===== config.mk =====
export PLATFORM = sky130hd
export DESIGN_NAME = sdb_strobe_trigger
export DESIGN_NICKNAME = d
export VERILOG_FILES = /design/src/rtl/sdb_pkg.sv /design/src/rtl/sdb_debounce.sv /design/src/rtl/sdb_strobe_timer.sv /design/src/rtl/sdb_strobe_trigger.sv
export SDC_FILE = /design/constraint.sdc
export NUM_CORES = 1
export LEC_CHECK = 0
export BUFFER_PORTS_ARGS = -buffer_cell sky130_fd_sc_hd__buf_2
export CAP_MARGIN = 20
export CORE_AREA = 3 3 186 206
export DETAILED_ROUTE_END_ITERATION = 8
export DIE_AREA = 0 0 189 209
export HOLD_SLACK_MARGIN = 0.06
export PLACE_DENSITY = 0.68
export SLEW_MARGIN = 20
export SYNTH_ARGS = -nofsm -noshare
export SYNTH_HDL_FRONTEND = slang
export SYNTH_HIERARCHICAL = 1
export SYNTH_SLANG_ARGS = --single-unit

===== constraint.sdc =====
create_clock -name i_sys_clk -period 6.2 [get_ports i_sys_clk]
set_clock_uncertainty 0.15 [all_clocks]
set_input_delay 0.31 -clock i_sys_clk [delete_from_list [all_inputs] [get_ports i_sys_clk]]
set_output_delay 0.31 -clock i_sys_clk [all_outputs]
set_load 0.02 [all_outputs]

===== src/rtl/sdb_pkg.sv =====
// Shared constants and types for the strobe and trigger debounce block
package sdb_pkg;

	// ----------------------------------------------------------------
	// Widths
	// ----------------------------------------------------------------
	localparam int GPIO_N = 4;
	localparam int SRC_W = 2;
	localparam int CNT_W = 24;
	localparam int DEB_W = 16;
	localparam int SKIP_W = 12;
	localparam int PAT_N = 16;
	localparam int PIDX_W = 4;
	localparam int ADDR_W = 12;

	localparam logic [CNT_W-1:0] CNT_ONE = 24'h00_0001;
	localparam logic [DEB_W-1:0] DEB_ONE = 16'h0001;
	localparam logic [SKIP_W-1:0] SKIP_ONE = 12'h001;
	localparam logic [PIDX_W-1:0] PIDX_ONE = 4'h1;

	// Default trigger rejection width, in pixel-clock ticks
	localparam logic [DEB_W-1:0] DEB_DEFAULT = 16'h0010;

	// ----------------------------------------------------------------
	// Register offsets (byte addresses)
	// ----------------------------------------------------------------
	localparam logic [ADDR_W-1:0] REG_CTRL = 12'h000;
	localparam logic [ADDR_W-1:0] REG_GPIO_MODE = 12'h004;
	localparam logic [ADDR_W-1:0] REG_GPIO_DATA = 12'h008;
	localparam logic [ADDR_W-1:0] REG_STB_DELAY = 12'h00c;
	localparam logic [ADDR_W-1:0] REG_STB_DUR = 12'h010;
	localparam logic [ADDR_W-1:0] REG_SHUTTER = 12'h014;
	localparam logic [ADDR_W-1:0] REG_FRAME = 12'h018;
	localparam logic [ADDR_W-1:0] REG_DEB_WIDTH = 12'h01c;
	localparam logic [ADDR_W-1:0] REG_PATTERN = 12'h020;
	localparam logic [ADDR_W-1:0] REG_SKIP = 12'h024;
	localparam logic [ADDR_W-1:0] REG_STATUS = 12'h028;

	// ----------------------------------------------------------------
	// Field positions
	// ----------------------------------------------------------------
	localparam int CTRL_TRIG_ON = 0;
	localparam int CTRL_POL = 1;
	localparam int CTRL_DEB_EN = 2;
	localparam int CTRL_SRC_LSB = 4;
	localparam int CTRL_MODE_LSB = 8;
	localparam int PAT_LAST_LSB = 16;
	localparam int ST_EXPOSING = 0;
	localparam int ST_STROBE = 1;
	localparam int ST_PINS_LSB = 4;
	localparam int ST_PIDX_LSB = 8;
	localparam int ST_TCNT_LSB = 16;

	localparam logic [PAT_N-1:0] RST_PAT_MASK = 16'hffff;

	// ----------------------------------------------------------------
	// Modes and states
	// ----------------------------------------------------------------
	typedef enum logic [1:0] {
		GPIO_IN = 2'b00,
		GPIO_OUT = 2'b01,
		GPIO_TRIG = 2'b10,
		GPIO_STROBE = 2'b11
	} sdb_gpio_mode_t;

	localparam logic [3:0] TRIG_STD = 4'h0;
	localparam logic [3:0] TRIG_SKIP = 4'h3;

	typedef enum logic [1:0] {
		STB_IDLE = 2'b00,
		STB_WAIT = 2'b01,
		STB_PULSE = 2'b10
	} sdb_stb_state_t;

	typedef struct packed {
		logic psel;
		logic penable;
		logic pwrite;
		logic [ADDR_W-1:0] paddr;
		logic [31:0] pwdata;
	} sdb_apb_req_t;

endpackage : sdb_pkg


===== src/rtl/sdb_debounce.sv =====
// Trigger pulse-width filter counting pixel-clock ticks
`timescale 1ns/1ns
`default_nettype none
module sdb_debounce
	import sdb_pkg::*;
(
	input wire logic i_sys_clk,
	input wire logic i_sys_rst,
	input wire logic i_tick,
	input wire logic i_level,
	input wire logic [DEB_W-1:0] i_width,
	output logic o_level
);

	typedef struct packed {
		logic level;
		logic [DEB_W-1:0] cnt;
	} sdb_deb_st_t;

	sdb_deb_st_t st;
	sdb_deb_st_t next_st;
	logic [DEB_W-1:0] need;

	// A change passes only after holding for the full width
	always_comb
	begin
		next_st = st;
		need = (i_width == '0) ? DEB_ONE : i_width;
		if (i_level == st.level)
			next_st.cnt = '0;
		else if (i_tick)
		begin
			if (st.cnt >= need - DEB_ONE)
			begin
				next_st.level = i_level;
				next_st.cnt = '0;
			end
			else
				next_st.cnt = st.cnt + DEB_ONE;
		end
	end

	always_ff @(posedge i_sys_clk)
	begin
		// Idle pin sits at its pull-up, so no false edge follows reset
		if (i_sys_rst)
			st <= '{level: 1'b1, cnt: '0};
		else
			st <= next_st;
	end

	assign o_level = st.level;

	deb_hold_a: assert property (@(posedge i_sys_clk) disable iff (i_sys_rst)
		$changed(o_level) |-> ($past(i_level) == o_level)
		&& ($past(st.cnt) >= $past(need) - DEB_ONE))
		else $error("filtered level moved before width elapsed");

endmodule : sdb_debounce
`default_nettype wire


===== src/rtl/sdb_strobe_timer.sv =====
// Strobe offset and width timer
`timescale 1ns/1ns
`default_nettype none
module sdb_strobe_timer
	import sdb_pkg::*;
(
	input wire logic i_sys_clk,
	input wire logic i_sys_rst,
	input wire logic i_tick,
	input wire logic i_start,
	input wire logic [CNT_W-1:0] i_delay,
	input wire logic [CNT_W-1:0] i_duration,
	input wire logic [CNT_W-1:0] i_shutter,
	output logic o_strobe
);

	typedef struct packed {
		sdb_stb_state_t state;
		logic [CNT_W-1:0] cnt;
		logic strobe;
	} sdb_stb_st_t;

	sdb_stb_st_t st;
	sdb_stb_st_t next_st;
	logic [CNT_W-1:0] width;

	// Enter the pulse phase; a zero width gives no pulse at all
	function automatic sdb_stb_st_t begin_pulse(logic [CNT_W-1:0] w);
		sdb_stb_st_t r;
		r.state = (w == '0) ? STB_IDLE : STB_PULSE;
		r.cnt = w;
		r.strobe = (w != '0);
		return r;
	endfunction : begin_pulse

	// Zero duration follows the exposure time
	always_comb
	begin
		width = (i_duration == '0) ? i_shutter : i_duration;
		next_st = st;
		if (i_start)
		begin
			if (i_delay == '0)
				next_st = begin_pulse(width);
			else
			begin
				next_st.state = STB_WAIT;
				next_st.cnt = i_delay;
				next_st.strobe = 1'b0;
			end
		end
		else if (i_tick)
		begin
			unique case (st.state)
				STB_IDLE: next_st.strobe = 1'b0;
				STB_WAIT:
				begin
					if (st.cnt == CNT_ONE)
						next_st = begin_pulse(width);
					else
						next_st.cnt = st.cnt - CNT_ONE;
				end
				STB_PULSE:
				begin
					if (st.cnt == CNT_ONE)
					begin
						next_st.state = STB_IDLE;
						next_st.strobe = 1'b0;
					end
					else
						next_st.cnt = st.cnt - CNT_ONE;
				end
				default:
				begin
					next_st.state = STB_IDLE;
					next_st.strobe = 1'b0;
				end
			endcase
		end
	end

	always_ff @(posedge i_sys_clk)
	begin
		if (i_sys_rst)
			st <= '0;
		else
			st <= next_st;
	end

	assign o_strobe = st.strobe;

	stb_prompt_a: assert property (@(posedge i_sys_clk) disable iff (i_sys_rst)
		i_start && (i_delay == '0) && (width != '0) |=> o_strobe)
		else $error("zero-offset strobe did not start next cycle");

endmodule : sdb_strobe_timer
`default_nettype wire


===== src/rtl/sdb_strobe_trigger.sv =====
// Strobe generator, trigger filter and APB registers: top level
//
// What this block does
// - Strobe pulses go only to GPIO pins configured as outputs.
// - Strobe starts after programmed offset from exposure start or trigger.
// - By default every exposure start gives one strobe pulse.
// - Strobe width is programmed; zero width means exposure time.
// - Several strobe-mode pins pulse together.
// - A pattern selects which frames produce a strobe.
// - Filter disabled: trigger pulses under 16 ticks are dropped.
// - Filter enabled: pulses under programmed width are dropped.
// - Programmed filtering applies only to pins in input mode.
// - Filtering applies in every trigger mode but skip frames.
// - Filtering delays the trigger by the filter width.
// - Strobe-mode pin pulses at fixed delay from integration or trigger.
// - Input-mode pins accept external trigger signals.
// - Skip frames mode triggers internally every N frame periods.
//
// Local design decisions: the APB interface to the registers and the register addresses.
`timescale 1ns/1ns
`default_nettype none
module sdb_strobe_trigger
	import sdb_pkg::*;
#(
	parameter int PIX_DIV = 1,
	parameter logic [CNT_W-1:0] FRAME_TICKS = 24'h00_c350,
	parameter logic [CNT_W-1:0] SHUTTER_TICKS = 24'h00_2710
)
(
	input wire logic i_sys_clk,
	input wire logic i_sys_rst,
	input wire sdb_apb_req_t i_apb,
	output logic [31:0] o_prdata,
	output logic o_pready,
	output logic o_pslverr,
	input wire logic [GPIO_N-1:0] i_gpio_in,
	output logic [GPIO_N-1:0] o_gpio_out,
	output logic [GPIO_N-1:0] o_gpio_oe,
	output logic o_exposing
);

	// ----------------------------------------------------------------
	// State
	// ----------------------------------------------------------------
	typedef struct packed {
		logic [GPIO_N-1:0] sync1;
		logic [GPIO_N-1:0] sync2;
		logic [GPIO_N-1:0] sync3;
		logic [GPIO_N-1:0] pin_level;
		logic trig_on;
		logic trig_pol;
		logic deb_en;
		logic [SRC_W-1:0] trig_src;
		logic [3:0] trig_mode;
		logic [GPIO_N-1:0][1:0] gpio_mode;
		logic [GPIO_N-1:0] gpio_data;
		logic [CNT_W-1:0] stb_delay;
		logic [CNT_W-1:0] stb_dur;
		logic [CNT_W-1:0] shutter;
		logic [CNT_W-1:0] frame_period;
		logic [DEB_W-1:0] deb_width;
		logic [PAT_N-1:0] pat_mask;
		logic [PIDX_W-1:0] pat_last;
		logic [SKIP_W-1:0] skip_n;
		logic [15:0] div_cnt;
		logic [CNT_W-1:0] frame_cnt;
		logic [CNT_W-1:0] exp_cnt;
		logic exposing;
		logic [SKIP_W-1:0] skip_cnt;
		logic [PIDX_W-1:0] pat_idx;
		logic trig_prev;
		logic [15:0] trig_count;
		logic [31:0] prdata;
		logic pready;
		logic pslverr;
		logic [GPIO_N-1:0] gpio_out;
		logic [GPIO_N-1:0] gpio_oe;
	} sdb_top_st_t;

	localparam sdb_top_st_t ST_RST = '{
		sync1: '1,
		sync2: '1,
		sync3: '1,
		pin_level: '1,
		pat_mask: RST_PAT_MASK,
		frame_period: FRAME_TICKS,
		shutter: SHUTTER_TICKS,
		deb_width: DEB_DEFAULT,
		skip_n: SKIP_ONE,
		default: '0
	};
	localparam logic [15:0] DIV_LAST = 16'(PIX_DIV - 1);

	sdb_top_st_t st;
	sdb_top_st_t next_st;

	logic tick;
	logic access;
	logic [1:0] src_mode;
	logic src_ok;
	logic [DEB_W-1:0] deb_need;
	logic deb_level;
	logic trig_act;
	logic trig_edge;
	logic frame_pulse;
	logic exp_start;
	logic stb_fire;
	logic stb_start;
	logic strobe;

	// ----------------------------------------------------------------
	// Submodules
	// ----------------------------------------------------------------
	sdb_debounce u_debounce (
		.i_sys_clk(i_sys_clk),
		.i_sys_rst(i_sys_rst),
		.i_tick(tick),
		.i_level(st.pin_level[st.trig_src]),
		.i_width(deb_need),
		.o_level(deb_level)
	);

	sdb_strobe_timer u_strobe (
		.i_sys_clk(i_sys_clk),
		.i_sys_rst(i_sys_rst),
		.i_tick(tick),
		.i_start(stb_start),
		.i_delay(st.stb_delay),
		.i_duration(st.stb_dur),
		.i_shutter(st.shutter),
		.o_strobe(strobe)
	);

	// ----------------------------------------------------------------
	// Trigger path and frame timing
	// ----------------------------------------------------------------

	// Pixel tick and trigger qualification
	always_comb
	begin
		tick = (st.div_cnt == '0);
		src_mode = st.gpio_mode[st.trig_src];
		src_ok = (src_mode == GPIO_IN) || (src_mode == GPIO_TRIG);
		// Programmed width only on an input-mode pin; else the fixed 16
		if (st.deb_en && (src_mode == GPIO_IN))
			deb_need = st.deb_width;
		else
			deb_need = DEB_DEFAULT;
		trig_act = src_ok && (deb_level == st.trig_pol);
		trig_edge = trig_act && !st.trig_prev;
		frame_pulse = tick && (st.frame_cnt >= st.frame_period - CNT_ONE);
	end

	// Exposure start source per trigger mode
	always_comb
	begin
		if (!st.trig_on)
			exp_start = frame_pulse; // free running
		else if (st.trig_mode == TRIG_SKIP)
			exp_start = frame_pulse && (st.skip_cnt == '0);
		else
			exp_start = trig_edge && !st.exposing;
		stb_fire = st.pat_mask[st.pat_idx];
		stb_start = exp_start && stb_fire;
	end

	// ----------------------------------------------------------------
	// Next state
	// ----------------------------------------------------------------
	always_comb
	begin
		next_st = st;
		access = i_apb.psel && i_apb.penable;

		// Pin synchroniser: accept a change once stages two and three agree
		next_st.sync1 = i_gpio_in;
		next_st.sync2 = st.sync1;
		next_st.sync3 = st.sync2;
		next_st.pin_level = (st.sync2 & st.sync3)
			| (st.pin_level & (st.sync2 | st.sync3));

		// Pixel-clock divider
		next_st.div_cnt = (st.div_cnt >= DIV_LAST) ? '0
			: st.div_cnt + 16'h0001;

		// Frame timer runs free; it also paces skip frames
		if (tick)
			next_st.frame_cnt = frame_pulse ? '0 : st.frame_cnt + CNT_ONE;
		if (frame_pulse && st.trig_on && (st.trig_mode == TRIG_SKIP))
		begin
			if (st.skip_cnt == '0)
				next_st.skip_cnt = (st.skip_n == '0) ? '0
					: st.skip_n - SKIP_ONE;
			else
				next_st.skip_cnt = st.skip_cnt - SKIP_ONE;
		end

		// Trigger edge history; counts external trigger edges, including those dropped during exposure
		next_st.trig_prev = trig_act;
		if (trig_edge && st.trig_on && (st.trig_mode != TRIG_SKIP))
			next_st.trig_count = st.trig_count + 16'h0001;

		// Exposure window; triggers during it are dropped
		if (exp_start)
		begin
			next_st.exposing = (st.shutter != '0);
			next_st.exp_cnt = st.shutter;
			next_st.pat_idx = (st.pat_idx >= st.pat_last) ? '0
				: st.pat_idx + PIDX_ONE;
		end
		else if (tick && st.exposing)
		begin
			if (st.exp_cnt == CNT_ONE)
				next_st.exposing = 1'b0;
			next_st.exp_cnt = st.exp_cnt - CNT_ONE;
		end

		// Pin drivers: strobe reaches every strobe-mode pin at once
		for (int i = 0; i < GPIO_N; i++)
		begin
			next_st.gpio_out[i] = 1'b0;
			next_st.gpio_oe[i] = 1'b0;
			if (st.gpio_mode[i] == GPIO_OUT)
			begin
				next_st.gpio_out[i] = st.gpio_data[i];
				next_st.gpio_oe[i] = 1'b1;
			end
			else if (st.gpio_mode[i] == GPIO_STROBE)
			begin
				next_st.gpio_out[i] = strobe;
				next_st.gpio_oe[i] = 1'b1;
			end
		end

		// APB: one wait state, then a single-cycle answer
		next_st.pready = access && !st.pready;
		next_st.pslverr = 1'b0;
		if (access && !st.pready)
		begin
			next_st.prdata = '0;
			case (i_apb.paddr)
				REG_CTRL: next_st.prdata = {20'h0_0000, st.trig_mode,
					2'b00, st.trig_src, 1'b0, st.deb_en, st.trig_pol,
					st.trig_on};
				REG_GPIO_MODE: next_st.prdata = 32'(st.gpio_mode);
				REG_GPIO_DATA: next_st.prdata = 32'(st.gpio_data);
				REG_STB_DELAY: next_st.prdata = 32'(st.stb_delay);
				REG_STB_DUR: next_st.prdata = 32'(st.stb_dur);
				REG_SHUTTER: next_st.prdata = 32'(st.shutter);
				REG_FRAME: next_st.prdata = 32'(st.frame_period);
				REG_DEB_WIDTH: next_st.prdata = 32'(st.deb_width);
				REG_PATTERN: next_st.prdata = {12'h000, st.pat_last,
					st.pat_mask};
				REG_SKIP: next_st.prdata = 32'(st.skip_n);
				REG_STATUS:
				begin
					next_st.prdata[ST_EXPOSING] = st.exposing;
					next_st.prdata[ST_STROBE] = strobe;
					next_st.prdata[ST_PINS_LSB +: GPIO_N] = st.pin_level;
					next_st.prdata[ST_PIDX_LSB +: PIDX_W] = st.pat_idx;
					next_st.prdata[ST_TCNT_LSB +: 16] = st.trig_count;
				end
				default: next_st.pslverr = 1'b1;
			endcase
		end

		// Writes land at the edge where the master sees pready
		if (access && st.pready && i_apb.pwrite)
		begin
			case (i_apb.paddr)
				REG_CTRL:
				begin
					next_st.trig_on = i_apb.pwdata[CTRL_TRIG_ON];
					next_st.trig_pol = i_apb.pwdata[CTRL_POL];
					next_st.deb_en = i_apb.pwdata[CTRL_DEB_EN];
					next_st.trig_src = i_apb.pwdata[CTRL_SRC_LSB +: SRC_W];
					next_st.trig_mode = i_apb.pwdata[CTRL_MODE_LSB +: 4];
					next_st.skip_cnt = '0;
				end
				REG_GPIO_MODE: next_st.gpio_mode = i_apb.pwdata[2*GPIO_N-1:0];
				REG_GPIO_DATA: next_st.gpio_data = i_apb.pwdata[GPIO_N-1:0];
				REG_STB_DELAY: next_st.stb_delay = i_apb.pwdata[CNT_W-1:0];
				REG_STB_DUR: next_st.stb_dur = i_apb.pwdata[CNT_W-1:0];
				REG_SHUTTER: next_st.shutter = i_apb.pwdata[CNT_W-1:0];
				REG_FRAME: next_st.frame_period = i_apb.pwdata[CNT_W-1:0];
				REG_DEB_WIDTH: next_st.deb_width = i_apb.pwdata[DEB_W-1:0];
				REG_PATTERN:
				begin
					next_st.pat_mask = i_apb.pwdata[PAT_N-1:0];
					next_st.pat_last = i_apb.pwdata[PAT_LAST_LSB +: PIDX_W];
					next_st.pat_idx = '0;
				end
				REG_SKIP: next_st.skip_n = i_apb.pwdata[SKIP_W-1:0];
				default: ;
			endcase
		end
	end

	// ----------------------------------------------------------------
	// Registers and outputs
	// ----------------------------------------------------------------
	always_ff @(posedge i_sys_clk)
	begin
		if (i_sys_rst)
			st <= ST_RST;
		else
			st <= next_st;
	end

	assign o_prdata = st.prdata;
	assign o_pready = st.pready;
	assign o_pslverr = st.pslverr;
	assign o_gpio_out = st.gpio_out;
	assign o_gpio_oe = st.gpio_oe;
	assign o_exposing = st.exposing;

	// ----------------------------------------------------------------
	// Checks
	// ----------------------------------------------------------------
	logic pin0_input;
	logic pins_strobe;
	assign pin0_input = (st.gpio_mode[0] == GPIO_IN);
	assign pins_strobe = (st.gpio_mode[1] == GPIO_STROBE)
		&& (st.gpio_mode[2] == GPIO_STROBE);

	apb_wait_a: assert property (@(posedge i_sys_clk) disable iff (i_sys_rst)
		access && !o_pready |=> o_pready ##1 !o_pready)
		else $error("apb answer not one cycle after wait");

	apb_err_a: assert property (@(posedge i_sys_clk) disable iff (i_sys_rst)
		o_pslverr |-> o_pready)
		else $error("slave error without pready");

	pin_oe_a: assert property (@(posedge i_sys_clk) disable iff (i_sys_rst)
		$past(pin0_input) |-> !o_gpio_oe[0])
		else $error("input-mode pin is driven");

	strobe_pins_a: assert property (@(posedge i_sys_clk) disable iff (i_sys_rst)
		$past(pins_strobe) |-> (o_gpio_out[1] == o_gpio_out[2]))
		else $error("strobe pins differ");

	skip_ignore_a: assert property (@(posedge i_sys_clk) disable iff (i_sys_rst)
		st.trig_on && (st.trig_mode == TRIG_SKIP) && !frame_pulse
		|=> !$rose(st.exposing))
		else $error("skip mode started exposure off frame boundary");

	trig_start_a: assert property (@(posedge i_sys_clk) disable iff (i_sys_rst)
		st.trig_on && (st.trig_mode == TRIG_STD) && trig_edge
		&& !st.exposing && (st.shutter != '0) |=> st.exposing)
		else $error("trigger did not start exposure");

	pat_wrap_a: assert property (@(posedge i_sys_clk) disable iff (i_sys_rst)
		exp_start && (st.pat_idx >= st.pat_last) |=> (st.pat_idx == '0))
		else $error("pattern index failed to wrap");

	pat_gate_a: assert property (@(posedge i_sys_clk) disable iff (i_sys_rst)
		exp_start && !stb_fire && !strobe && (u_strobe.st.state == STB_IDLE)
		|=> !strobe)
		else $error("masked frame produced a strobe");

endmodule : sdb_strobe_trigger
`default_nettype wire


After elaboration in Yosys (flattened, before gate mapping)
Cells that the tools add are included.
{"block": "op_classes", "addsub": 11, "magnitude_cmp": 6, "n_eq_ne": 31, "muxes": 59, "bitwise": 6, "n_reduce_logical": 55}
{"operator": "2-to-1 mux 24 bit", "n": 4}
{"operator": "case mux 16 bit (6 select lines)", "n": 1}
{"operator": "2-to-1 mux 27 bit", "n": 3}
{"operator": "case mux 8 bit (10 select lines)", "n": 1}
{"operator": "logical NOT 24 bit", "n": 3}
{"operator": "subtractor 24 x 1 -> 24 bit (second input constant)", "n": 3}
{"operator": "2-to-1 mux 16 bit", "n": 4}
{"operator": "2-to-1 mux 25 bit", "n": 2}
{"operator": "adder 16 x 1 -> 16 bit (second input constant)", "n": 3}
{"operator": "== test 12 x 5 -> 1 bit (second input constant)", "n": 4}
{"operator": "== test 24 x 1 -> 1 bit (second input constant)", "n": 2}
{"operator": "2-to-1 mux 12 bit", "n": 4}
{"operator": "case mux 24 bit (2 select lines)", "n": 1}
{"operator": "nonzero test 24 bit", "n": 2}
{"operator": "== test 12 x 6 -> 1 bit (second input constant)", "n": 3}
{"operator": "logical NOT 12 bit", "n": 3}
{"operator": "logical NOT 16 bit", "n": 2}
{"operator": "adder 24 x 1 -> 24 bit (second input constant)", "n": 1}
{"operator": "== test 12 x 4 -> 1 bit (second input constant)", "n": 2}
{"operator": "greater-or-equal comparator 24 bit", "n": 1}
{"operator": "2-to-1 mux 1 bit", "n": 24}
{"operator": "case mux 4 bit (6 select lines)", "n": 1}
{"operator": "subtractor 12 x 1 -> 12 bit (second input constant)", "n": 2}
{"operator": "case mux 2 bit (11 select lines)", "n": 1}
{"operator": "38 further kinds", "n": 91}
{"block": "totals", "register_bits": 365, "input_bits": 53, "output_inout_bits": 43, "word_cells": 208}

Longest topological paths before layout
Gate-level depths: netlist (run 1).
{"block": "logic_depth", "ltp_word": 12, "ltp_mapped": 23, "ltp_nobuf": 20}

By module
Netlist (run 1), hierarchy kept.
{"mod": "sdb_strobe_trigger", "n_inst": 1, "cells_per_inst": 1818, "area_each_um2": 14677.8, "seq_area_each_um2": 6105.9}
{"mod": "sdb_strobe_timer", "n_inst": 1, "cells_per_inst": 335, "area_each_um2": 2414.8, "seq_area_each_um2": 540.5}
{"mod": "sdb_debounce", "n_inst": 1, "cells_per_inst": 170, "area_each_um2": 1412.6, "seq_area_each_um2": 340.3}

Worst setup path after synthesis (run 1)
Ideal clock, no wire load.
{"block": "synth_timing", "path_type": "register -> register", "from": "reg st[192] (netlist bit)", "to": "reg u_strobe/st[4] (netlist bit)", "setup_time_ns": 0.116, "arrival_time_ns": 4.841, "required_ns": 5.934, "path_slack_ns": 1.093, "path_stages_with_launch": 20, "n_path_buf": 4, "period_less_slack_ns": 5.107, "path_cell_list": "dfxtp_1 or4_1 or3_1 or3_1 nor4_1 xnor2_1 ha_1 a21oi_1 nand2_1 a221oi_1 o211ai_2 a21boi_4 clkbuf_1 clkbuf_1 nor2b_1 clkbuf_1 a31oi_1 clkbuf_1 a22oi_1 a31o_2"}
{"block": "synth_between", "elab_chain_len": 9, "elab_cells_between_ends": 12, "classes_between": "1 x add/sub; 1 x order compare; 1 x eq/ne; 3 x mux; 6 x reduce/logical"}
{"element": "start: declaration", "line_no": "sdb_strobe_trigger.sv:94", "text": "sdb_top_st_t st;"}
{"element": "start signal: assignment", "line_no": "sdb_strobe_trigger.sv:307", "text": "st <= next_st;"}
{"element": "subtractor 24 x 1 -> 24 bit *", "line_no": "sdb_strobe_trigger.sv:151", "text": "frame_pulse = tick && (st.frame_cnt >= st.frame_period - CNT_ONE);"}
{"element": "greater-or-equal comparator 24 bit *", "line_no": "sdb_strobe_trigger.sv:151"}
{"element": "logical AND 1 bit *", "line_no": "sdb_strobe_trigger.sv:151"}
{"element": "logical AND 1 bit", "line_no": "sdb_strobe_trigger.sv:160", "text": "exp_start = frame_pulse && (st.skip_cnt == '0);"}
{"element": "2-to-1 mux 1 bit", "line_no": "sdb_strobe_trigger.sv:159", "text": "else if (st.trig_mode == TRIG_SKIP)"}
{"element": "2-to-1 mux 1 bit *", "line_no": "sdb_strobe_trigger.sv:157", "text": "if (!st.trig_on)"}
{"element": "logical AND 1 bit *", "line_no": "sdb_strobe_trigger.sv:164", "text": "stb_start = exp_start && stb_fire;"}
{"element": "via stb_start", "line_no": "sdb_strobe_trigger.sv:108", "text": "logic stb_start;"}
{"element": "!= test 3 bit (no source line), or another cell as far along"}
{"element": "AND reduction 3 bit (no source line)"}
{"element": "end signal: assignment", "line_no": "sdb_strobe_timer.sv:87", "text": "st <= next_st;"}
{"element": "end: declaration", "line_no": "sdb_strobe_timer.sv:23", "text": "sdb_stb_st_t st;"}
The timed path passes the listed nets; every way through them passes the cells marked *.
A chain may end at the register's enable or synchronous reset.

Worst setup path after layout (run 1)
{"block": "layout_timing", "from": "reg st[192] (netlist bit)", "to": "reg u_strobe/st[13] (netlist bit)"}
Same word-level chain as after synthesis.

==> results of run 1 <==
## cells in the mapped netlist, drive strengths merged, types with 54 or more instances
master    n  area share (%)
nand2   429             8.7
dfxtp   349              38
a21oi   213             5.8
nor2    171             3.5
clkbuf  126             2.6
nor3     70             1.9
o21ai    63             1.7
nand3    58             1.6
ha       57             3.9
buf      55             2.1
xnor2    55             2.6
xor2     55             2.6
nor4     54             1.9
## what timing repair did
action	4_1_cts	5_1_grt
buffers inserted	0	0
hold buffers	28	0
endpoints found under the hold margin	155	0
## cells by family after synthesis
kind of cell | synth area share (%)
compound gates | 19.2
xor+xnor | 5.21
fa+ha+maj | 3.85
buf+inv | 5.35
flops | 37.8
mux | 2.04
other cells | 0.0203
simple gates | 26.6
## cell type report
class | instances | area [sq um]
antenna | 2 | 5.00
multi-input combinational | 1771 | 10700
sequential | 349 | 6990
fill | 3316 | 15400
clock inverter | 21 | 310
tap | 487 | 609
timing repair buffer | 149 | 980
clock buffer | 52 | 1140
inverter | 33 | 124
## report_power, final
group,leakage (uW),switching (uW),total (uW),internal (uW)
Clock,0.000694,992,2590,1590
Combinational,0.00405,115,164,48.7
Sequential,0.00282,8.99,2260,2250
Total,0.00756,1120,5010,3900
## state kept, by name, summed over array words and instances (netlist names)
name	flops
st	254
o_prdata	32
u_strobe/st	26
u_debounce/st	16
next_st	8
o_gpio_oe	4
o_gpio_out	4
o_exposing	1
o_pready	1
o_pslverr	1
u_debounce/o_level	1
u_strobe/o_strobe	1
## worst register-to-register path: stages (launching register included)
cell	delay, ns
dfxtp_1	0.40
or4_1	0.58
or3_1	0.40
or3_1	0.39
nor4_1	0.25
xnor2_1	0.12
ha_1	0.32
nand4_1	0.16
nor4_1	0.39
o211ai_1	0.16
o211ai_2	0.27
a21boi_4	0.11
nor2b_2	0.44
buf_4	0.36
nand3_1	0.39
nand2_1	0.35
a222oi_1	0.13
a211oi_1	0.25
## per-stage QoR
stage,cells,total power (uW)
final,2864,5010
after global routing,2862,5130
after CTS,2862,5030
after detailed placement,2761,2460
after global placement,2761,2460
after floorplan,2334,2400
## layer usage
metal / global-route usage (%) / up-vias / wire length (um)
met5: 0 / - / 12
met4: 16.3 / 2 / 3660
met3: 5.22 / 213 / 6060
met2: 47.1 / 940 / 27600
met1: 39.8 / 8502 / 24700
li1: - / 8334 / -
## worst paths after layout
check | startpoint | end | slack, ns | cells past startpoint
min | i_apb[37] | o_pslverr | 0.12 | 3
max | st[192] | u_strobe/st[13] | 0.48 | 17
min reg2reg | next_st[313] | next_st[309] | 0.26 | 1
max reg2reg | st[192] | u_strobe/st[13] | 0.48 | 17
==> impl_metrics.tcl, run 1 <==
set metrics [dict create \
    final_cell_mix "nand2_1 (428), dfxtp_1 (349), a21oi_1 (213)" \
    rsz0062_at_grt "no" \
    final_design_area_no_fill_sq_um 20800 \
    cts_tree "built" \
    die_w_um 189 \
    h-tree-depth 2 \
    relSlewSlack_pct 30.4 \
    syn2layout_area_growth_pct 12.5 \
    drive_above_1_share_pct 11.0 \
    power.density_nw_per_um2 241 \
    start_util_pct 51.0 \
    wl_per_cell_um 21.7 \
    grt_pass1_vias 16750 \
    placed_area_sq_um 19100 \
    routed_wl_um 62000 \
    dieHeight_um 209 \
    post_cts_resized 0 \
    final_hold_viol_count 0 \
    crit_required_ns 6.50 \
    clk_latency_ns 0.55 \
    final_antenna_net_count 0 \
    crit_slowest_cell "or4_1" \
    netlist-cell-type-count 82 \
    worst_pin_slew_ns 1.04 \
    layout_commonest_cell "nand2_1" \
    min_path_type "in2reg" \
    post-route-util_pct 57.4 \
    path_clk_slew_ns 0.06 \
    ys_warn_count 6 \
    fin_crit_ns 5.72 \
    dieArea_sq_um 39500 \
    report.final.slew_viol_count 0 \
    grt_antenna_before_repair 3 \
    fin_setup_tns_ns 0 \
    clockRootBuffer "clkbuf_16" \
    layout_worst_path_cycle_share_pct 92.2 \
    gr-usage-all-layers_pct 30.2 \
    finalNetCount 2454 \
    dp_slack_ns 0.609 \
    drt-pass1-iter-count 6 \
    syn-mean-instance-area_sq_um 7.97 \
    p_leak_uw 0.00756 \
    drt_iter0_markers 1900 \
    syn_inst 2323 \
    ir_worst_vdd_v 0.000212 \
    cp_max_fo 22 \
    ys.flop_type "dfxtp_1" \
    max_stage_delay_ns 0.58 \
    num_vias 17991 \
    grt_overflow 0 \
    grt_max_degree 122 \
    port_buffers 87 \
    crit_buf_inv 1 \
    crit_chain "or4_1 > or3_1 > or3_1 > nor4_1 > xnor2_1 > ha_1 > nand4_1 > nor4_1 > o211ai_1 > o211ai_2 > a21boi_4 > nor2b_2 > buf_4 > nand3_1 > nand2_1 > a222oi_1 > a211oi_1" \
    yosysSeqAreaShare_pct 37.8 \
    io_pins 96 \
    via_per_inst 6.28 \
    critPathCaptureType "flip-flop" \
    synth_edf_count 0 \
    max_freq_ghz 0.175 \
    cp-start-kind "flip-flop" \
    syn_area_sq_um 18500 \
    clock_path_buffers 3 \
    cts_buffers 40 \
    finalSetupViolations 0 \
    ys_ff_latch 349 \
    cts.sinks 349 \
    critPathArrivalTime_ns 6.02 \
    rows 73 \
    post-route-drc-count 0 \
    status "complete, no violations" \
    grt_pass1_wl_um 95200 \
    core_region_area_sq_um 36300 \
    hold_slack_ns 0.115 \
    fin_ws_ns 0.484 \
    cap_violations 0 \
    dpl.hpwl_um 43400 \
    crit_type "reg2reg" \
    critical_path.top_delay_family "simple AND/OR/NAND/NOR gates" \
    async_flop_share_pct 0 \
    place_congestion 0.964 \
]
(Power assumes the default switching activity.)
==> inputs of run 2 (changes only) <==
CTS_BUF_LIST = sky130_fd_sc_hd__clkbuf_16   (was not set)
MAX_ROUTING_LAYER = met4   (was not set)
==> impl_metrics.tcl, run 2 (synthesis gave the netlist of run 1 again) <==
set metrics [dict create \
    syn2layout_area_growth_pct 11.0 \
    final_hold_viol_count 0 \
    critPathArrivalTime_ns 5.93 \
    core_region_area_sq_um 36300 \
    crit_buf_inv 1 \
    ir_worst_vdd_v 0.000204 \
    netSwitchingFraction_pct 23.4 \
    p_leak_uw 0.00746 \
    finalNetCount 2453 \
    share_comb_of_total_power_pct 3.5 \
    fin_crit_ns 5.63 \
    p_sw_uw 1080 \
    regArea_sq_um 6990 \
    grt_overflow 0 \
    seq_power_share_pct 49.2 \
    cts_tree "built" \
    power.density_nw_per_um2 224 \
    post_cts_resized 0 \
    largest_reg_flops 254 \
    rsz0062_at_grt "no" \
    routed_wl_um 61400 \
    clockRootBuffer "clkbuf_16" \
    final_cell_mix "nand2_1 (428), dfxtp_1 (349), a21oi_1 (213)" \
    grt_max_degree 126 \
    p_total_uw 4600 \
    clock_path_buffers 3 \
    critPathCaptureType "flip-flop" \
    cp-start-kind "flip-flop" \
    dpl.hpwl_um 43200 \
    grt_pass1_vias 16972 \
    io_pins 96 \
    place_congestion 0.977 \
    start_util_pct 51.0 \
    dieHeight_um 209 \
    layout_commonest_cell "nand2_1" \
    dieArea_sq_um 39500 \
    port_buffers 87 \
    clkPwrFrac_pct 47.3 \
    relSlewSlack_pct 32.7 \
    dp_cells 2761 \
    final_antenna_net_count 0 \
    grt_pass1_wl_um 95100 \
    crit_chain "or4_1 > or3_1 > or3_1 > nor4_1 > xnor2_1 > ha_1 > nand4_1 > nor4_1 > o211ai_1 > o211ai_2 > a21boi_4 > nor2b_2 > buf_4 > nand3_1 > nand2_1 > a21oi_1 > a211oi_1" \
    final_cells 2858 \
    status "complete, no violations" \
    die_w_um 189 \
    via_per_inst 6.28 \
    clk_latency_ns 0.54 \
    worst_pin_slew_ns 0.995 \
    dp_slack_ns 0.748 \
    crit_type "reg2reg" \
    h-tree-depth 2 \
    critical_path.top_delay_family "simple AND/OR/NAND/NOR gates" \
    grt_antenna_before_repair 2 \
    cap_violations 0 \
    rows 73 \
    cts_buffers 39 \
    crit_slowest_cell "or4_1" \
    drt_iter0_markers 1968 \
    fin_setup_tns_ns 0 \
    post-route-drc-count 0 \
    path_clk_slew_ns 0.06 \
    fin_ws_ns 0.571 \
    crit_required_ns 6.50 \
    num_vias 17959 \
    drt-pass1-iter-count 7 \
    wl_per_cell_um 21.5 \
    max_freq_ghz 0.178 \
    drive_above_1_share_pct 10.3 \
    min_path_type "in2reg" \
    finalSetupViolations 0 \
    cp_max_fo 30 \
    gr-usage-all-layers_pct 30.8 \
    layout_worst_path_cycle_share_pct 90.8 \
    cts.sinks 349 \
    fillers 3406 \
    multi_input_area_sq_um 10700 \
    report.final.slew_viol_count 0 \
    top_register "st" \
    max_stage_delay_ns 0.59 \
    p_int_uw 3530 \
]
-- run 2: stage by stage --
stage	utilization, %	hold slack [ns]	instance area (sq um)
final	56.6	0.0922	20500
after global routing	56.6	0.115	20500
after CTS	56.6	0.0786	20500
after detailed placement	52.6	0.251	19100
after global placement	52.6	0.248	19100
after floorplan	-	0.239	18500
-- run 2: worst paths after layout --
path                              startpoint               to  slack (ns)  depth (start not counted)
worst max-delay path                 st[192]  u_strobe/st[14]        0.57                         17
worst min register to register  next_st[315]     next_st[311]        0.26                          1
worst max register to register       st[192]  u_strobe/st[14]        0.57                         17
worst min-delay path               i_apb[37]        o_pslverr        0.09                          3
-- run 2: routing by layer --
metal  global-route usage, %  up-vias  wire (um)  share of wire (%)
met1                    39.7     8472      25000                 41
met2                    46.8      917      27500                 45
met5                       -        -          0                  0
met3                    5.77      221       5630                9.2
met4                    14.4        0       3210                5.2
li1                        -     8349          -                  -
-- run 2: what timing repair did --
item | in CTS | in global routing
endpoints found under the hold margin | 155 | 0
hold buffers | 28 | 0
setup buffers | 0 | 0
-- run 2: area by class of cell --
class	count	area share [%]
multi-input combinational	1771	51.9
sequential	349	34.0
timing repair buffer	149	4.83
clock buffer	39	4.75
tap	487	2.97
clock inverter	28	0.889
inverter	33	0.603
antenna	2	0.0244
-- run 2: power by group through the flow --
stage	logic [uW]	clock network, uW	registers [uW]
floorplan	91.1	0	2310
global placement	145	0	2310
detailed placement	145	0	2310
CTS	160	2200	2260
global route	173	2290	2260
finish	163	2180	2260
-- run 2: tightest hold or removal path, cell delays in order --
cell and delay (ns):
buf_2 0.13, a21oi_1 0.13, nor3_1 0.15
==> inputs of run 3 (changes only) <==
GPL_TIMING_DRIVEN = 0   (was not set)
==> impl_metrics.tcl, run 3 (synthesis gave the netlist of run 1 again) <==
set metrics [dict create \
    min_path_type "in2reg" \
    syn2layout_area_growth_pct 13.9 \
    routed_wl_um 70400 \
    report.final.slew_viol_count 0 \
    io_pins 96 \
    crit_type "reg2reg" \
    critPathCaptureType "flip-flop" \
    grt_max_degree 14 \
    max_stage_delay_ns 0.63 \
    grt_pass1_vias 17620 \
    core_region_area_sq_um 36300 \
    max_freq_ghz 0.173 \
    die_w_um 189 \
    critical_path.top_delay_family "simple AND/OR/NAND/NOR gates" \
    cts_tree "built" \
    clkPwrFrac_pct 48.7 \
    place_congestion 1.05 \
    final_cell_mix "nand2_1 (427), dfxtp_1 (349), a21oi_1 (213)" \
    post-route-drc-count 0 \
    path_clk_slew_ns 0.06 \
    grt_overflow 0 \
    gr-usage-all-layers_pct 35.7 \
    drt-pass1-iter-count 9 \
    p_int_uw 3660 \
    cts.sinks 349 \
    dpl.hpwl_um 52200 \
    fin_crit_ns 5.78 \
    seq_power_share_pct 47.3 \
    grt.met3_usage_pct 5.17 \
    critPathArrivalTime_ns 6.05 \
    cap_violations 0 \
    finalNetCount 2579 \
    grt_pass1_wl_um 106000 \
    clockRootBuffer "clkbuf_16" \
    largest_reg_flops 254 \
    grt_use_met2_pct 54.5 \
    finalSetupViolations 0 \
    dieHeight_um 209 \
    layout_commonest_cell "nand2_1" \
    netSwitchingFraction_pct 23.5 \
    dp_slack_ns -0.681 \
    via_per_inst 6.29 \
    crit_required_ns 6.46 \
    top_register "st" \
    wl_per_cell_um 23.6 \
    layout_worst_path_cycle_share_pct 93.3 \
    relSlewSlack_pct 15.1 \
    grt_antenna_before_repair 2 \
    num_vias 18783 \
    p_leak_uw 0.00772 \
    status "complete, no violations" \
    rsz0062_at_grt "no" \
    crit_buf_inv 2 \
    port_buffers 75 \
    start_util_pct 51.0 \
    post-route-util_pct 58.1 \
    h-tree-depth 2 \
    rows 73 \
    drive_above_1_share_pct 10.4 \
    grt_most_used_layer "met2" \
    dieArea_sq_um 39500 \
    cp_max_fo 10 \
    fillers 3386 \
    power.density_nw_per_um2 227 \
    met1_usage_pct 45.7 \
    final_antenna_net_count 0 \
    final_hold_viol_count 0 \
    share_comb_of_total_power_pct 4.0 \
    ir_worst_vdd_v 0.000192 \
    fin_ws_ns 0.415 \
    clock_path_buffers 3 \
    crit_slowest_cell "nor3b_1" \
    crit_chain "mux4_2 > nor3b_1 > clkbuf_1 > and2_1 > or4_1 > nor4_1 > a31oi_1 > ha_1 > nand2_1 > or3_1 > xor2_1 > ha_1 > nand2_1 > or3_1 > or4_4 > a31oi_4 > buf_6 > nor3_1" \
    worst_pin_slew_ns 1.26 \
    drt_iter0_markers 2503 \
    cp-start-kind "flip-flop" \
    cts_buffers 39 \
    clk_latency_ns 0.55 \
    p_sw_uw 1120 \
]
[run 3: changes by cell type in the layout (fill, tap and decap cells not counted), moves of 4 or more]
cell / before / now
clkbuf_2: 0 / 8
dlygate4sd3_1: 28 / 16
buf_4: 33 / 43
nor3_2: 8 / 2
clkbuf_1: 0 / 116
nor3_1: 62 / 68
buf_1: 0 / 4
[run 3: power groups by stage]
stage               sequential (uW)  combinational, uW  clock (uW)
floorplan                      2310               91.1           0
finish                         2260                191        2330
global route                   2260                199        2440
CTS                            2260                184        2350
detailed placement             2310                176           0
global placement               2310                174           0
[run 3: timing repair]
action                     in CTS  in global routing
setup endpoints to repair      27                 27
hold buffers                   16                  0
pin swaps                       1                  0
setup buffers                   2                  0
hold endpoints to repair       60                  0
gates resized for setup         8                  7
[run 3: worst paths after layout]
| path | endpoint | from | cells past startpoint | slack, ns |
|---|---|---|---|---|
| setup / recovery | u_debounce/st[7] | st[300] | 18 | 0.42 |
| hold / removal | st[298] | i_apb[10] | 3 | 0.13 |
| setup reg to reg | u_debounce/st[7] | st[300] | 18 | 0.42 |
| hold reg to reg | next_st[312] | next_st[316] | 1 | 0.26 |
[run 3: metrics by stage]
| stage | cell area (sq um) | std cells | hold slack [ns] | setup TNS [ns] | power, uW |
|---|---|---|---|---|---|
| global route | 21100 | 2986 | 0.108 | 0 | 4900 |
| global placement | 19500 | 2896 | 0.247 | -9.37 | 2490 |
| CTS | 21000 | 2985 | 0.0968 | 0 | 4800 |
| finish | 21100 | 2986 | 0.128 | 0 | 4790 |
| floorplan | 18500 | 2334 | 0.239 | 0 | 2400 |
| detailed placement | 19500 | 2897 | 0.245 | -12.06 | 2490 |
[run 3: worst register-to-register path, stage by stage (launching register included)]
cell and delay (ns):
dfxtp_1 0.47, mux4_2 0.61, nor3b_1 0.64, clkbuf_1 0.33
and2_1 0.27, or4_1 0.19, nor4_1 0.09, a31oi_1 0.25
ha_1 0.26, nand2_1 0.16, or3_1 0.37, xor2_1 0.16
ha_1 0.28, nand2_1 0.06, or3_1 0.35, or4_4 0.47
a31oi_4 0.31, buf_6 0.19, nor3_1 0.06
[run 3: routing by layer]
metal / share of wire [%] / routed length (um) / vias to the layer above
met1: 40 / 27900 / 8917
met2: 44 / 31000 / 997
met4: 6.9 / 4840 / 0
met3: 9.5 / 6660 / 269
met5: 0 / 0 / -
li1: - / - / 8600
[run 3: final cells by class]
class / count / area, sq um / area share, %
antenna: 1 / 2.50 / 0.0119
buffer: 180 / 868 / 4.12
clock buffer: 39 / 976 / 4.63
clock inverter: 31 / 278 / 1.32
inverter: 33 / 124 / 0.588
multi-input combinational: 1771 / 10700 / 50.6
sequential: 349 / 6990 / 33.1
tap: 487 / 609 / 2.89
timing repair buffer: 95 / 573 / 2.72
